$ cat src/mrs_pkg.sv
// Shared constants, register map and decode functions for the mode registers.
package mrs_pkg;
  localparam logic [7:0] MA_INFO  = 8'h00;
  localparam logic [7:0] MA_BURST = 8'h01;
  localparam logic [7:0] MA_LAT   = 8'h02;
  localparam logic [7:0] MA_CAL   = 8'h0a;
  localparam logic [7:0] MA_RESET = 8'h3f;
  localparam logic [7:0] MA_LIMIT = 8'h40;
  localparam logic [7:0] OP_ZQ_INIT = 8'hff;
  localparam logic [7:0] MR1_RST = 8'h03;
  localparam logic [7:0] MR2_RST = 8'h18;
  localparam logic [7:0] MR1_RSVD = 8'h18;
  localparam logic [7:0] MR2_RSVD = 8'h20;
  localparam logic [2:0] BL8 = 3'h3;
  localparam int WRE_BIT = 4;
  localparam int WLSEL_BIT = 6;
  localparam int WLEV_BIT = 7;
  localparam int CLK_PERIOD_NS = 40;
  localparam int INIT_TIME_NS = 10000;
  localparam int ZQ_INIT_TIME_NS = 1000;
  localparam int WR_TIME_NS = 15;
  localparam int INIT_CYCLES =
    (INIT_TIME_NS + CLK_PERIOD_NS - 1) / CLK_PERIOD_NS;
  localparam int ZQ_CYCLES =
    (ZQ_INIT_TIME_NS + CLK_PERIOD_NS - 1) / CLK_PERIOD_NS;
  localparam int WR_CYCLES_MIN =
    (WR_TIME_NS + CLK_PERIOD_NS - 1) / CLK_PERIOD_NS;
  localparam logic [3:0] BEAT_LAST = 4'h7;
  localparam logic [11:0] CSR_CMD    = 12'h000;
  localparam logic [11:0] CSR_STATUS = 12'h004;
  localparam int CMD_WRITE_BIT = 16;
  localparam int CMD_ADDR_LSB = 8;
  localparam int ST_BUSY_BIT = 0;
  localparam int ST_ERR_BIT = 1;
  localparam int ST_DATA_LSB = 8;
  localparam logic [1:0] AXI_OKAY = 2'h0;
  localparam logic [1:0] AXI_SLVERR = 2'h2;

  // Write recovery in cycles; zero marks a reserved code.
  function automatic logic [4:0] wr_decode(input logic ext,
                                           input logic [2:0] code);
    case ({ext, code})
      4'h1: wr_decode = 5'h03;
      4'h4: wr_decode = 5'h06;
      4'h6: wr_decode = 5'h08;
      4'h7: wr_decode = 5'h09;
      4'h8: wr_decode = 5'h0a;
      4'h9: wr_decode = 5'h0b;
      4'ha: wr_decode = 5'h0c;
      4'hc: wr_decode = 5'h0e;
      4'he: wr_decode = 5'h10;
      default: wr_decode = 5'h00;
    endcase
  endfunction

  // Returns {read latency, write latency}; zero marks a reserved code.
  function automatic logic [8:0] lat_decode(input logic setb,
                                            input logic [3:0] code);
    case (code)
      4'h1: lat_decode = {5'h03, 4'h1};
      4'h4: lat_decode = {5'h06, 4'h3};
      4'h6: lat_decode = {5'h08, 4'h4};
      4'h7: lat_decode = {5'h09, 4'h5};
      4'h8: lat_decode = {5'h0a, setb ? 4'h8 : 4'h6};
      4'h9: lat_decode = {5'h0b, setb ? 4'h9 : 4'h6};
      4'ha: lat_decode = {5'h0c, setb ? 4'h9 : 4'h6};
      4'hc: lat_decode = {5'h0e, setb ? 4'hb : 4'h8};
      4'he: lat_decode = {5'h10, setb ? 4'hd : 4'h8};
      default: lat_decode = 9'h000;
    endcase
  endfunction

  function automatic logic ma_reserved(input logic [7:0] a);
    ma_reserved = (a >= MA_LIMIT) || (a >= 8'h0c && a <= 8'h0f) ||
      (a >= 8'h12 && a <= 8'h1f) || (a >= 8'h21 && a <= 8'h27) ||
      (a >= 8'h2b && a <= 8'h2f) || (a >= 8'h31 && a <= 8'h3e);
  endfunction
endpackage

$ cat src/mrs_if.sv
// Mode register command and read-burst link between controller and die.
`timescale 1ns/100ps
`default_nettype none
interface mrs_if;
  logic       cmd_valid;
  logic       cmd_ready;
  logic       cmd_write;
  logic [7:0] cmd_addr;
  logic [7:0] cmd_op;
  logic       rd_valid;
  logic       rd_strobe;
  logic       rd_last;
  logic [7:0] rd_data;
  modport dev (input cmd_valid, cmd_write, cmd_addr, cmd_op,
               output cmd_ready, rd_valid, rd_strobe, rd_last, rd_data);
  modport ctl (output cmd_valid, cmd_write, cmd_addr, cmd_op,
               input cmd_ready, rd_valid, rd_strobe, rd_last, rd_data);
endinterface
`default_nettype wire

$ cat src/mrs_burst_seq.sv
// Eight-beat column order generator that wraps within the burst.
`timescale 1ns/100ps
`default_nettype none
module mrs_burst_seq (
  input  wire logic       clk,
  input  wire logic       rst,
  input  wire logic       start,
  input  wire logic [1:0] col_hi,
  output logic      [2:0] word,
  output logic            active
);
  logic [2:0] base_q;
  logic [3:0] beat_q;
  logic       run_q;
  logic [2:0] next_word;

  assign next_word = run_q ? base_q + beat_q[2:0] : {col_hi, 1'b0};

  always_ff @(posedge clk) begin
    if (rst) begin
      base_q <= 3'h0;
      beat_q <= 4'h0;
      run_q  <= 1'b0;
      word   <= 3'h0;
      active <= 1'b0;
    end else begin
      if (start && !run_q) begin
        base_q <= {col_hi, 1'b0};
        beat_q <= 4'h1;
        run_q  <= 1'b1;
      end else if (run_q) begin
        beat_q <= beat_q + 4'h1;
        run_q  <= beat_q[2:0] != 3'h0 || beat_q == 4'h1;
        if (beat_q == 4'h8) run_q <= 1'b0;
      end
      active <= (start && !run_q) || (run_q && beat_q != 4'h8);
      word   <= next_word;
    end
  end
endmodule
`default_nettype wire

$ cat src/mrs_device.sv
// Die-side mode register bank with status, config decode and resets.
// What this block and the controller do
// - Controller writes zero into reserved bits.
// - Reserved bits of readable registers read zero.
// - Unreadable register reads still strobe, data reads zero.
// - Controller never writes reserved register addresses.
// - Writes to read-only registers are ignored.
// - Info bit 0 shows auto-initialization running.
// - Info bits 4:3 report calibration pin self-test.
// - Self-test field updates when calibration command completes.
// - Assembly error forces factory trim, ignores calibration.
// - Info bit 6 flags alternate write latency support.
// - Info bit 7 flags low latency support.
// - Burst length field accepts only code 011.
// - Unextended write recovery codes decode 3,6,8,9.
// - Extended write recovery codes decode 10,11,12,14,16.
// - Auto-precharge starts after programmed recovery cycles.
// - Lowest column bit zero; burst wraps ascending.
// - Feature 2 bit 6 selects latency set.
// - Feature 2 bit 7 enables write leveling.
// - Feature 2 bits 3:0 select latency pair.
`timescale 1ns/100ps
`default_nettype none
module mrs_device #(
  parameter logic ALT_WL_SUPPORT = 1'b1,
  parameter logic LOW_RL_SUPPORT = 1'b1
) (
  input  wire logic       clk,
  input  wire logic       rst,
  mrs_if.dev              link,
  input  wire logic [1:0] zq_pin_state,
  input  wire logic       ap_write_done,
  input  wire logic       burst_start,
  input  wire logic [1:0] burst_col,
  output logic            auto_init_busy,
  output logic            write_leveling_en,
  output logic            wl_set_b,
  output logic      [4:0] read_latency,
  output logic      [3:0] write_latency,
  output logic      [4:0] write_recovery_cycles,
  output logic            factory_trim,
  output logic            precharge_start,
  output logic      [2:0] burst_word,
  output logic            burst_word_valid
);
  logic [7:0]  mr1_q;
  logic [7:0]  mr2_q;
  logic [1:0]  zq_q;
  logic        trim_q;
  logic        zq_busy_q;
  logic [7:0]  zq_cnt_q;
  logic [11:0] init_cnt_q;
  logic        dai_q;
  logic        ready_q;
  logic        rd_valid_q;
  logic        rd_strobe_q;
  logic        rd_last_q;
  logic [3:0]  rd_cnt_q;
  logic [7:0]  rd_data_q;
  logic [4:0]  pre_cnt_q;
  logic        pre_q;

  logic        fire;
  logic        wr_fire;
  logic        rd_start;
  logic        soft_rst;
  logic        any_rst;
  logic        mr1_hit;
  logic        mr2_hit;
  logic        zq_hit;
  logic        zq_done;
  logic        zq_fault;
  logic [7:0]  info_word;
  logic [7:0]  rd_word;
  logic [8:0]  lat_pair;
  logic        rd_busy_d;

  assign fire     = link.cmd_valid && ready_q;
  assign wr_fire  = fire && link.cmd_write;
  assign rd_start = fire && !link.cmd_write;
  // A reset write acts whatever its operand holds.
  assign soft_rst = wr_fire && link.cmd_addr == mrs_pkg::MA_RESET;
  assign any_rst  = rst || soft_rst;
  assign mr1_hit  = wr_fire && link.cmd_addr == mrs_pkg::MA_BURST &&
                    link.cmd_op[2:0] == mrs_pkg::BL8;
  assign mr2_hit  = wr_fire && link.cmd_addr == mrs_pkg::MA_LAT;
  // Once a fault is latched later calibration requests are dropped.
  assign zq_hit   = wr_fire && link.cmd_addr == mrs_pkg::MA_CAL &&
                    link.cmd_op == mrs_pkg::OP_ZQ_INIT &&
                    !trim_q && !zq_busy_q;
  assign zq_done  = zq_busy_q &&
                    zq_cnt_q == 8'(mrs_pkg::ZQ_CYCLES - 1);
  assign zq_fault = zq_pin_state == 2'h1 ||
                    zq_pin_state == 2'h2;
  // Reserved positions of the info word are tied low.
  assign info_word = {LOW_RL_SUPPORT,
                      ALT_WL_SUPPORT,
                      1'b0, zq_q, 2'b00,
                      dai_q};
  // Other addresses return zero data, still as a full burst.
  assign rd_word = link.cmd_addr == mrs_pkg::MA_INFO ?
                   info_word : 8'h00;
  assign lat_pair = mrs_pkg::lat_decode(mr2_q[mrs_pkg::WLSEL_BIT],
                                        mr2_q[3:0]);
  assign rd_busy_d = rd_start || (rd_valid_q && !rd_last_q);

  assign link.cmd_ready = ready_q;
  assign link.rd_valid  = rd_valid_q;
  assign link.rd_strobe = rd_strobe_q;
  assign link.rd_last   = rd_last_q;
  assign link.rd_data   = rd_data_q;

  // Mode register contents; info-register writes fall through untouched.
  always_ff @(posedge clk) begin
    if (any_rst) begin
      mr1_q <= mrs_pkg::MR1_RST;
      mr2_q <= mrs_pkg::MR2_RST;
    end else begin
      if (mr1_hit) mr1_q <= link.cmd_op & ~mrs_pkg::MR1_RSVD;
      if (mr2_hit) mr2_q <= link.cmd_op & ~mrs_pkg::MR2_RSVD;
    end
  end

  // Auto-initialization runs after every reset, hard or soft.
  always_ff @(posedge clk) begin
    if (any_rst) begin
      dai_q      <= 1'b1;
      init_cnt_q <= 12'h000;
    end else if (dai_q) begin
      init_cnt_q <= init_cnt_q + 12'h001;
      if (init_cnt_q == 12'(mrs_pkg::INIT_CYCLES - 1))
        dai_q <= 1'b0;
    end
  end

  // Calibration self-test result is sampled when the command finishes.
  always_ff @(posedge clk) begin
    if (any_rst) begin
      zq_q      <= 2'h0;
      trim_q    <= 1'b0;
      zq_busy_q <= 1'b0;
      zq_cnt_q  <= 8'h00;
    end else begin
      if (zq_hit) begin
        zq_busy_q <= 1'b1;
        zq_cnt_q  <= 8'h00;
      end else if (zq_busy_q) begin
        zq_cnt_q <= zq_cnt_q + 8'h01;
      end
      if (zq_done) begin
        zq_busy_q <= 1'b0;
        zq_q      <= zq_pin_state;
        trim_q    <= zq_fault;
      end
    end
  end

  // Read burst: eight beats with a toggling strobe, data held all burst.
  always_ff @(posedge clk) begin
    if (any_rst) begin
      ready_q     <= 1'b0;
      rd_valid_q  <= 1'b0;
      rd_strobe_q <= 1'b0;
      rd_last_q   <= 1'b0;
      rd_cnt_q    <= 4'h0;
      rd_data_q   <= 8'h00;
    end else begin
      ready_q <= !rd_busy_d;
      if (rd_start) begin
        rd_valid_q  <= 1'b1;
        rd_cnt_q    <= 4'h0;
        rd_data_q   <= rd_word;
        rd_strobe_q <= 1'b1;
        rd_last_q   <= 1'b0;
      end else if (rd_valid_q && !rd_last_q) begin
        rd_cnt_q    <= rd_cnt_q + 4'h1;
        rd_strobe_q <= !rd_strobe_q;
        rd_last_q   <= rd_cnt_q == mrs_pkg::BEAT_LAST - 4'h1;
      end else begin
        rd_valid_q  <= 1'b0;
        rd_strobe_q <= 1'b0;
        rd_last_q   <= 1'b0;
      end
    end
  end

  // A reserved recovery code decodes to zero and never fires precharge.
  always_ff @(posedge clk) begin
    if (any_rst) begin
      pre_cnt_q <= 5'h00;
      pre_q     <= 1'b0;
    end else begin
      pre_q <= pre_cnt_q == 5'h01;
      if (ap_write_done) begin
        pre_cnt_q <= write_recovery_cycles;
      end else if (pre_cnt_q != 5'h00) begin
        pre_cnt_q <= pre_cnt_q - 5'h01;
      end
    end
  end

  // Decoded settings seen by the rest of the die.
  always_ff @(posedge clk) begin
    if (any_rst) begin
      auto_init_busy        <= 1'b1;
      write_leveling_en     <= 1'b0;
      wl_set_b              <= 1'b0;
      read_latency          <= 5'h00;
      write_latency         <= 4'h0;
      write_recovery_cycles <= 5'h00;
      factory_trim          <= 1'b0;
      precharge_start       <= 1'b0;
    end else begin
      auto_init_busy        <= dai_q;
      write_leveling_en     <= mr2_q[mrs_pkg::WLEV_BIT];
      wl_set_b              <= mr2_q[mrs_pkg::WLSEL_BIT];
      read_latency          <= lat_pair[8:4];
      write_latency         <= lat_pair[3:0];
      write_recovery_cycles <= mrs_pkg::wr_decode(
        mr2_q[mrs_pkg::WRE_BIT],
        mr1_q[7:5]);
      factory_trim          <= trim_q;
      precharge_start       <= pre_q;
    end
  end

  mrs_burst_seq u_seq (
    .clk    (clk),
    .rst    (any_rst),
    .start  (burst_start),
    .col_hi (burst_col),
    .word   (burst_word),
    .active (burst_word_valid)
  );
endmodule
`default_nettype wire

$ cat src/flat_wrapper.sv
// flat-port wrapper written by rule: the top's interface ports become plain ports
module mrs_device_flat 
#(
  parameter logic ALT_WL_SUPPORT = 1'b1,
  parameter logic LOW_RL_SUPPORT = 1'b1
)
  (clk, rst, zq_pin_state, ap_write_done, burst_start, burst_col, auto_init_busy, write_leveling_en, wl_set_b, read_latency, write_latency, write_recovery_cycles, factory_trim, precharge_start, burst_word, burst_word_valid, link_cmd_valid, link_cmd_write, link_cmd_addr, link_cmd_op, link_cmd_ready, link_rd_valid, link_rd_strobe, link_rd_last, link_rd_data);
  mrs_if link_i ();
  input  wire logic clk;
  input  wire logic rst;
  input  wire logic [1:0] zq_pin_state;
  input  wire logic ap_write_done;
  input  wire logic burst_start;
  input  wire logic [1:0] burst_col;
  output logic auto_init_busy;
  output logic write_leveling_en;
  output logic wl_set_b;
  output logic      [4:0] read_latency;
  output logic      [3:0] write_latency;
  output logic      [4:0] write_recovery_cycles;
  output logic factory_trim;
  output logic precharge_start;
  output logic      [2:0] burst_word;
  output logic burst_word_valid;
  input wire logic [$bits(link_i.cmd_valid)-1:0] link_cmd_valid;
  input wire logic [$bits(link_i.cmd_write)-1:0] link_cmd_write;
  input wire logic [$bits(link_i.cmd_addr)-1:0] link_cmd_addr;
  input wire logic [$bits(link_i.cmd_op)-1:0] link_cmd_op;
  output wire logic [$bits(link_i.cmd_ready)-1:0] link_cmd_ready;
  output wire logic [$bits(link_i.rd_valid)-1:0] link_rd_valid;
  output wire logic [$bits(link_i.rd_strobe)-1:0] link_rd_strobe;
  output wire logic [$bits(link_i.rd_last)-1:0] link_rd_last;
  output wire logic [$bits(link_i.rd_data)-1:0] link_rd_data;
  assign link_i.cmd_valid = link_cmd_valid;
  assign link_i.cmd_write = link_cmd_write;
  assign link_i.cmd_addr = link_cmd_addr;
  assign link_i.cmd_op = link_cmd_op;
  assign link_cmd_ready = link_i.cmd_ready;
  assign link_rd_valid = link_i.rd_valid;
  assign link_rd_strobe = link_i.rd_strobe;
  assign link_rd_last = link_i.rd_last;
  assign link_rd_data = link_i.rd_data;
  mrs_device #(.ALT_WL_SUPPORT(ALT_WL_SUPPORT), .LOW_RL_SUPPORT(LOW_RL_SUPPORT)) u_core (.clk(clk), .rst(rst), .link(link_i), .zq_pin_state(zq_pin_state), .ap_write_done(ap_write_done), .burst_start(burst_start), .burst_col(burst_col), .auto_init_busy(auto_init_busy), .write_leveling_en(write_leveling_en), .wl_set_b(wl_set_b), .read_latency(read_latency), .write_latency(write_latency), .write_recovery_cycles(write_recovery_cycles), .factory_trim(factory_trim), .precharge_start(precharge_start), .burst_word(burst_word), .burst_word_valid(burst_word_valid));
endmodule
$ cat config.mk
export PLATFORM = sky130hd
export DESIGN_NAME = mrs_device_flat
export DESIGN_NICKNAME = d
export VERILOG_FILES = /design/src/mrs_pkg.sv /design/src/mrs_if.sv /design/src/mrs_burst_seq.sv /design/src/mrs_device.sv /design/src/flat_wrapper.sv
export SDC_FILE = /design/constraint.sdc
export NUM_CORES = 1
export LEC_CHECK = 0
export BUFFER_PORTS_ARGS = -buffer_cell sky130_fd_sc_hd__buf_2
export CORE_AREA = 2 2 92 94
export DETAILED_ROUTE_END_ITERATION = 6
export DIE_AREA = 0 0 94 96
export PLACE_DENSITY_LB_ADDON = 0.3
export SYNTH_ARGS = -nofsm -noshare
export SYNTH_HDL_FRONTEND = slang
export SYNTH_HIERARCHICAL = 1
export SYNTH_SLANG_ARGS = --single-unit
$ cat constraint.sdc
create_clock -name clk -period 1.6 [get_ports clk]
set_input_delay 0.24 -clock clk [delete_from_list [all_inputs] [get_ports clk]]
set_output_delay 0.24 -clock clk [all_outputs]
set_load 0.02 [all_outputs]
==> results of run 1 <==
==> timing repair <==
| item | CTS | global route |
|---|---|---|
| resized for setup | 0 | 2 |
| buffers inserted | 2 | 0 |
| setup endpoints to repair | 1 | 3 |
==> registers in the layout, summed over array words and instances (netlist names), 2 cells and up <==
name                          cells
u_core/zq_cnt_q                   8
u_core/write_recovery_cycles      5
u_core/link.rd_data               4
u_core/u_seq/word                 3
u_core/u_seq/base_q               2
u_core/init_cnt_q                12
u_core/mr2_q                      7
u_core/mr1_q                      3
u_core/read_latency               5
u_core/rd_cnt_q                   4
u_core/zq_q                       2
u_core/pre_cnt_q                  5
u_core/u_seq/beat_q               4
u_core/write_latency              4
==> placed cells by master, fill, tap and decap left out, types with 5 or more instances in the layout <==
cell       n
a211oi_1   8
a21oi_1   18
and2_1     5
buf_2     57
buf_4     18
clkbuf_8  10
dfxtp_1   80
ha_1      11
inv_1     14
mux2i_1   19
nand2_1   21
nand2b_1   7
nand3_1    8
nand4_1    9
nor2_1    62
nor3_1    13
o21ai_0    6
xnor2_1    8
xor2_1    14
==> layout make-up <==
| cell class | instances | area (sq um) | share of cell area (%) |
|---|---|---|---|
| timing repair buffer | 76 | 440 | 10.4 |
| inverter | 16 | 60.1 | 1.42 |
| multi-input combinational | 265 | 1730 | 41.0 |
| tap | 105 | 131 | 3.11 |
| clock inverter | 5 | 52.6 | 1.24 |
| clock buffer | 11 | 141 | 3.35 |
| sequential | 83 | 1670 | 39.4 |
==> layer usage <==
layer / GRT usage (%) / part of all wire, % / up-vias
met4: 6.28 / 1.6 / 0
met5: 0 / 0 / -
li1: - / - / 1435
met2: 29.9 / 48 / 58
met3: 6.42 / 6.2 / 9
met1: 18.3 / 44 / 1326
==> logic make-up (layout without fill, tap and decap cells) <==
group | count (synthesis) | in the layout | synth area share [%]
AOI/OAI and AO/OA | 49 | 49 | 9.42
xor gates and xnor gates | 23 | 23 | 6.12
adders and majority gates | 12 | 12 | 4.25
buffers and inverters | 37 | 108 | 4.64
DFF | 83 | 83 | 47.0
muxes | 19 | 19 | 5.38
other | 1 | 3 | 0.106
and+or+nand+nor | 159 | 159 | 23.1
==> worst max path at each step <==
stage | from | cells after the start | slack, ns | end
CTS | u_core/pre_cnt_q[1] | 6 | -0.004 | u_core/pre_cnt_q[0]
floorplan | u_core/link.cmd_ready | 7 | -0.008 | u_core/u_seq/run_q
global placement | link_cmd_addr[0] | 7 | 0.04 | u_core/write_recovery_cycles[1]
finish | u_core/pre_cnt_q[1] | 6 | 0.01 | u_core/pre_cnt_q[0]
global route | u_core/pre_cnt_q[1] | 6 | -0.05 | u_core/pre_cnt_q[0]
detailed placement | link_cmd_addr[0] | 7 | -0.03 | u_core/write_recovery_cycles[1]
==> worst min-delay path: cells and delay by family <==
| kind | cells | cell delay, ns |
|---|---|---|
| buf+inv | 1 | 0.09 |
| mux | 1 | 0.06 |
| simple gates | 1 | 0.06 |
==> power by group <==
group          internal, W  switching [W]
clock network     0.000756       0.000722
logic             0.000172       0.000198
registers          0.00212      0.0000428
total              0.00304       0.000963
==> metrics by stage <==
step,total power (W),setup WS (ns)
2_1_floorplan,0.00243,-0.00779
3_3_place_gp,0.00256,0.0389
3_5_place_dp,0.00257,-0.0303
4_1_cts,0.00407,-0.00448
5_1_grt,0.00420,-0.0452
6_report,0.00401,0.00960
==> flow_summary.ini, run 1 <==
[timing]
timing.final.crit_share_pct = 99.4
maxSlewViolCount = 0
period_needed_ns = 1.59
fin_tns_setup_ns = 0
finalSetupViolations = 0
fin_skew_ns = 0.00587
finalHoldViolations = 0
fmaxAchievable_mhz = 629
rsz0062_at_grt = yes
whs_ns = 0.125

[route]
dr_total_vias = 2828
drc = 0
first_pass_iters = 4
wl_um = 7050
drtIter0Drc = 97
viasPerCell = 5.04
detail-route-antenna-nets = 0
wl_per_cell_um = 12.6

[hold_path]
hp-class = in -> reg
min-delay-start = link_cmd_op[4]
hold_path_depth = 3
min_to = u_core/mr2_q[4]

[setup_path]
critPathMaxFanout = 2
path_buf_inv = 1
reg2reg_from = u_core/pre_cnt_q[1]
critPathSlowestCell = or4b_4
worstPathArrival_ns = 1.88
crit_path_end_kind = flip-flop
r2r-end = u_core/pre_cnt_q[0]
worstSetupPathType = reg -> reg
cp_slowest_stage_delay_ns = 0.46
path_delay_family = simple AND/OR/NAND/NOR gates
startpoint_type = flip-flop
path_cells = inv_2 -> ha_4 -> or4b_4 -> nand2_2 -> or3b_1 -> a21oi_2
reg2reg_depth = 6
critPathRequiredTime_ns = 1.89
r2r_slack_ns = 0.01

[cts]
cts_sinks = 83
htree_levels = 3
worst_skew_pair.late_latency_ns = 0.36
clockBufferDepth = 2
cts.clk_slew.worst_paths_ns = 0.08
cts_made_buffers = 9
tritoncts = built
hold_buffers = 0
cts_root_buf = clkbuf_8

[power]
ir_worst_vdd_uv = 607
p_leak_nw = 1.79
p_per_area_mw_per_mm2 = 949

[grt]
grt_pass1_vias = 2645
grt_max_degree = 31
grt-ovfl-total = 0
antenna_found_initial = 0
grt_use_total_pct = 16.9
grt_first_pass_wirelength_um = 11900

[placed_design]
routabilityCongestion = 0.822
dp.cells = 543
dpl.hpwl_um = 5060
placed_area_sq_mm = 0.00401
numPortBuffers = 57

[yosys]
yosysMostFrequentCell = dfxtp_1
yosys-top-cells-area = dfxtp_1 47%, nor2_1 6.6%, mux2i_1 5.4%
synth_area_sq_mm = 0.00353
synth_largest_area_cell = dfxtp_1
yosys_warnings = 6
synth-main-ff-cell = dfxtp_1
async_flop_share_pct = 0
ys_types = 47
ys_top_cells_by_count = 83 x dfxtp_1, 62 x nor2_1, 22 x nand2_1, 19 x mux2i_1, 18 x a21oi_1
ys_seq_area_share_pct = 47.0
synth_edf_count = 0
syn_inst = 383
synth_top_area_share_pct = 47.0
ys_seq_elements = 83
synth_area_per_cell_sq_um = 9.23

[layout]
fillerInstances = 767
num_antenna_cells = 0
layout-drive-gt1-share_pct = 23.0
design_area_sq_mm = 0.00422
synthToLayoutAreaGrowth_pct = 19.5
finalNonFillerCells = 561
finish.utilization_pct = 52.5
fin_nets = 489

[floorplan]
start_util_pct = 43.9
dieWidth_um = 94
row_count = 33
dieArea_sq_mm = 0.00902
fp.dieH_um = 96
core-area_sq_mm = 0.00805
io_pins = 61

[run_status]
status = finished clean

[job]
drv_cap = 0
Power figures use the tool's default switching activity.
==> run 2, diff against run 1 <==
--- a/config.mk
+++ b/config.mk
@@ -5,10 +5,11 @@
 export SDC_FILE = /design/constraint.sdc
 export NUM_CORES = 1
 export LEC_CHECK = 0
+export ABC_AREA = 1
 export BUFFER_PORTS_ARGS = -buffer_cell sky130_fd_sc_hd__buf_2
-export CORE_AREA = 2 2 92 94
+export CORE_AREA = 2 2 96 98
 export DETAILED_ROUTE_END_ITERATION = 6
-export DIE_AREA = 0 0 94 96
+export DIE_AREA = 0 0 98 100
 export PLACE_DENSITY_LB_ADDON = 0.3
 export SYNTH_ARGS = -nofsm -noshare
 export SYNTH_HDL_FRONTEND = slang
==> flow_summary.ini, run 2 <==
[cts]
hold_buffers = 0
cts_made_buffers = 9
cts_setup_buffers = 0
cts_root_buf = clkbuf_8
htree_levels = 3
tritoncts = built
cts.clk_slew.worst_paths_ns = 0.09
postCtsResizedCells = 0
worst_skew_pair.late_latency_ns = 0.35
cts_sinks = 83
clockBufferDepth = 2

[timing]
period_needed_ns = 1.43
fin_skew_ns = 0.00895
slew_headroom_pct = 65.4
timing.final.crit_share_pct = 89.6
finalHoldViolations = 0
finalSetupViolations = 0
fin_tns_setup_ns = 0
worst_pin_slew_ns = 0.519
fmaxAchievable_mhz = 697
maxSlewViolCount = 0
rsz0062_at_grt = no

[yosys]
ys_types = 33
synth-main-ff-cell = dfxtp_1
ys_top_cells_by_count = 128 x nand2_1, 93 x nor2_1, 83 x dfxtp_1, 66 x inv_1, 37 x nand3_1
ys_seq_elements = 83
synth_area_sq_mm = 0.00387
synth_largest_area_cell = dfxtp_1
yosys_warnings = 6
synth_area_per_cell_sq_um = 7.14
ys_seq_area_share_pct = 42.9
synth_edf_count = 0
synth_top_area_share_pct = 42.9
yosys-top-cells-area = dfxtp_1 43%, nand2_1 12%, nor2_1 9.0%
async_flop_share_pct = 0
yosysMostFrequentCell = nand2_1
syn_inst = 542

[layout]
largest_register_ffs = 12
num_antenna_cells = 0
reg_top3 = u_core/init_cnt_q (12), u_core/zq_cnt_q (8), u_core/mr2_q (7)
finish.utilization_pct = 50.4
final_cell_mix = 128 x nand2_1, 93 x nor2_1, 83 x dfxtp_1
regMostFlops = u_core/init_cnt_q
fin_nets = 642
synthToLayoutAreaGrowth_pct = 15.8
final_common_cell = nand2_1
layout-drive-gt1-share_pct = 17.8

[setup_path]
critPathSlowestCell = dfxtp_1
cp_slowest_stage_delay_ns = 0.36
cp-startpoint = u_core/link.cmd_ready
worstPathArrival_ns = 1.69
critPathRequiredTime_ns = 1.85
reg2reg_from = u_core/link.cmd_ready
r2r_slack_ns = 0.17
path_delay_family = simple AND/OR/NAND/NOR gates
path_cells = nand2_1 -> nor2_2 -> nand3_1 -> nand2_1 -> buf_12 -> inv_2 -> nand3_1 -> o21ai_2
worstSetupPathType = reg -> reg
crit_path_end_kind = flip-flop
critPathMaxFanout = 44
path_buf_inv = 2
startpoint_type = flip-flop

[placed_design]
routabilityCongestion = 0.871
numPortBuffers = 57
dpl.hpwl_um = 6080

[grt]
grt_first_pass_wirelength_um = 13600
grt-ovfl-total = 0
grt_max_degree = 45
grt_pass1_vias = 3132
antenna_found_initial = 0
grt_use_total_pct = 16.9

[floorplan]
start_util_pct = 43.5
fp.dieH_um = 100
io_pins = 61
core-area_sq_mm = 0.00889
dieWidth_um = 98
dieArea_sq_mm = 0.00980
row_count = 35

[run_status]
status = finished clean

[route]
wl_met2_um = 3770
drc = 0
viasPerCell = 4.76
wl_met3_um = 307
top_layer = met4
dr_total_vias = 3420
drtIter0Drc = 138
first_pass_iters = 6
detail-route-antenna-nets = 0
drt-met1-wl_um = 3850
wl_um = 8020
wl_per_cell_um = 11.2

[job]
drv_cap = 0

[hold_path]
hp-class = in -> reg
min-delay-start = burst_col[0]

[power]
p_leak_nw = 2.10
ir_worst_vdd_uv = 405
p_per_area_mw_per_mm2 = 946
## run 2: cell count changes after synthesis, moves of 7 or more
| cell | before | now |
|---|---|---|
| inv_2 | 0 | 8 |
| nand2_1 | 22 | 128 |
| nor2_1 | 62 | 93 |
| inv_1 | 16 | 66 |
| o21ai_0 | 6 | 13 |
| nand2b_1 | 7 | 0 |
| mux2i_1 | 19 | 1 |
| nand3_1 | 8 | 37 |
| clkbuf_1 | 9 | 0 |
| nor2_2 | 0 | 9 |
| a211oi_1 | 8 | 0 |
## run 2: report_power, final
group / switching, W / total (W) / internal [W]
clock network: 0.000739 / 0.00170 / 0.000956
registers: 0.0000448 / 0.00216 / 0.00212
logic: 0.000242 / 0.000382 / 0.000140
## run 2: tightest hold or removal path, delay by kind of cell
family / cells / cell delay, ns
simple gates: 2 / 0.12
buf+inv: 1 / 0.08
## run 2: metrics by stage
stage	setup WS (ns)	hold slack, ns	instance area, sq um	cells	total power (W)
finish	0.166	0.117	4480	719	0.00424
global route	0.0351	0.114	4480	719	0.00443
CTS	0.177	0.0981	4480	719	0.00429
detailed placement	0.185	0.404	4260	704	0.00260
global placement	0.232	0.402	4260	704	0.00258
floorplan	0.164	0.375	3880	544	0.00248
## run 2: logic make-up after synthesis
| group | after synthesis | synth area share [%] |
|---|---|---|
| AOI/OAI and AO/OA | 45 | 6.40 |
| xor gates and xnor gates | 11 | 2.49 |
| adders and majority gates | 12 | 3.88 |
| buffers and inverters | 85 | 9.24 |
| DFF | 83 | 42.9 |
| muxes | 1 | 0.259 |
| other | 1 | 0.0969 |
| and+or+nand+nor | 304 | 34.7 |
## run 2: final cells by class
type / instances / area (sq um)
clock buffers: 11 / 151
clock inverters: 4 / 73.8
fillers: 909 / 4410
inverters: 74 / 278
multi-input cells: 376 / 1860
flip-flops and latches: 83 / 1660
well taps: 111 / 139
repair buffers: 60 / 320
## run 2: path summary, 6_finish.rpt
kind,to,cells past startpoint
worst max-delay path,u_core/u_seq/base_q[2],8
worst min-delay path,u_core/u_seq/base_q[1],3
worst max register to register,u_core/u_seq/base_q[2],8
worst min register to register,u_core/precharge_start,2
## run 2: layer usage
metal  track usage, %  vias up
li1                 -     1805
met1             21.7     1552
met2             28.1       56
met3             4.11        7
met4             5.77        0
met5                0        -
==> run 3, diff against run 2 <==
--- a/config.mk
+++ b/config.mk
@@ -10,6 +10,7 @@
 export CORE_AREA = 2 2 96 98
 export DETAILED_ROUTE_END_ITERATION = 6
 export DIE_AREA = 0 0 98 100
+export MAX_ROUTING_LAYER = met4
 export PLACE_DENSITY_LB_ADDON = 0.3
 export SYNTH_ARGS = -nofsm -noshare
 export SYNTH_HDL_FRONTEND = slang
==> flow_summary.ini, run 3 (synthesized netlist as in run 2, its figures left out) <==
[grt]
grt-ovfl-total = 0
grt_use_total_pct = 17.4
grt_pass1_vias = 3132
antenna_found_initial = 0
grt_max_degree = 45
grt_first_pass_wirelength_um = 13600

[power]
p_leak_nw = 2.10
p_per_area_mw_per_mm2 = 946
ir_worst_vdd_uv = 405
p_sw_share_pct = 24.2
power.net_switching_w = 0.00102
sequentialPowerShare_pct = 51.0
clockPowerShare_pct = 39.9
power_frac_comb_pct = 9.0
p_int_w = 0.00322

[run_status]
status = finished clean

[job]
drv_cap = 0

[layout]
largest_register_ffs = 12
final_common_cell = nand2_1
synthToLayoutAreaGrowth_pct = 15.8
fin_nets = 642
num_antenna_cells = 0
reg_top3 = u_core/init_cnt_q (12), u_core/zq_cnt_q (8), u_core/mr2_q (7)
regMostFlops = u_core/init_cnt_q
layout-drive-gt1-share_pct = 17.8
final_cell_mix = 128 x nand2_1, 93 x nor2_1, 83 x dfxtp_1

[setup_path]
cp-startpoint = u_core/link.cmd_ready
path_cells = nand2_1 -> nor2_2 -> nand3_1 -> nand2_1 -> buf_12 -> inv_2 -> nand3_1 -> o21ai_2
reg2reg_from = u_core/link.cmd_ready
cp_slowest_stage_delay_ns = 0.36
critPathMaxFanout = 44
worstPathArrival_ns = 1.69
worstSetupPathType = reg -> reg
critPathRequiredTime_ns = 1.85
critPathSlowestCell = dfxtp_1
crit_path_end_kind = flip-flop
r2r_slack_ns = 0.16
startpoint_type = flip-flop

[cts]
worst_skew_pair.late_latency_ns = 0.35
cts_root_buf = clkbuf_8
cts_setup_buffers = 0
hold_buffers = 0
htree_levels = 3
tritoncts = built
postCtsResizedCells = 0
cts.clk_slew.worst_paths_ns = 0.09
cts_sinks = 83
clockBufferDepth = 2
cts_made_buffers = 9

[timing]
period_needed_ns = 1.44
slew_headroom_pct = 65.2
finalSetupViolations = 0
timing.final.crit_share_pct = 89.8
finalHoldViolations = 0
fin_skew_ns = 0.00941
fmaxAchievable_mhz = 696
maxSlewViolCount = 0
fin_tns_setup_ns = 0
rsz0062_at_grt = no
worst_pin_slew_ns = 0.522
whs_ns = 0.119

[route]
drc = 0
viasPerCell = 4.73
drtIter0Drc = 145
detail-route-antenna-nets = 0
wl_um = 8010
wl_per_cell_um = 11.1
first_pass_iters = 7
dr_total_vias = 3402

[placed_design]
numPortBuffers = 57
routabilityCongestion = 0.886
dpl.hpwl_um = 6080

[floorplan]
row_count = 35
fp.dieH_um = 100
start_util_pct = 43.5
dieWidth_um = 98
core-area_sq_mm = 0.00889
io_pins = 61
dieArea_sq_mm = 0.00980

[hold_path]
hp-class = in -> reg
min-delay-start = burst_col[0]
## run 3: cell counts in the layout (fill, tap and decap cells not counted)
Identical to the previous run, type by type.
## run 3: layer usage
layer | vias up | wire [um] | share of wire [%] | track usage [%]
li1 | 1806 | - | - | -
met1 | 1539 | 3830 | 48 | 21.7
met2 | 53 | 3820 | 48 | 28.1
met3 | 4 | 299 | 3.7 | 3.97
met4 | 0 | 64 | 0.80 | 5.77
met5 | - | 0 | 0 | -
## run 3: per-stage QoR
step | cells | setup slack, ns | total power [W] | utilization (%) | area [sq um]
after floorplan | 544 | 0.164 | 0.00248 | - | 3880
after global placement | 704 | 0.232 | 0.00258 | 47.9 | 4260
after detailed placement | 704 | 0.185 | 0.00260 | 47.9 | 4260
after CTS | 719 | 0.177 | 0.00429 | 50.4 | 4480
after global routing | 719 | 0.0351 | 0.00443 | 50.4 | 4480
final | 719 | 0.163 | 0.00424 | 50.4 | 4480
## run 3: layout make-up
cell class,instances,area [sq um]
clock buffers,11,151
multi-input cells,376,1860
clock inverters,4,73.8
well taps,111,139
inverters,74,278
fillers,909,4410
flip-flops and latches,83,1660
repair buffers,60,320
## run 3: worst max-delay path: cells and delay by family (launching register included)
family / cells / cell delay, ns
AND/OR/NAND/NOR: 5 / 0.59
flip-flops: 1 / 0.36
buffers and inverters: 2 / 0.32
AO/OA/AOI/OAI: 1 / 0.05
## run 3: final timing paths
path | endpoint | cells past startpoint
worst min register to register | u_core/precharge_start | 2
worst max register to register | u_core/u_seq/base_q[2] | 8
worst min-delay path | u_core/u_seq/base_q[1] | 3
worst max-delay path | u_core/u_seq/base_q[2] | 8
## run 3: power by group through the flow
stage	Clock, W	Sequential, W	Combinational, W
floorplan	0	0.00222	0.000252
global placement	0	0.00221	0.000373
detailed placement	0	0.00221	0.000383
CTS	0.00174	0.00217	0.000385
global route	0.00183	0.00217	0.000431
finish	0.00169	0.00216	0.000382
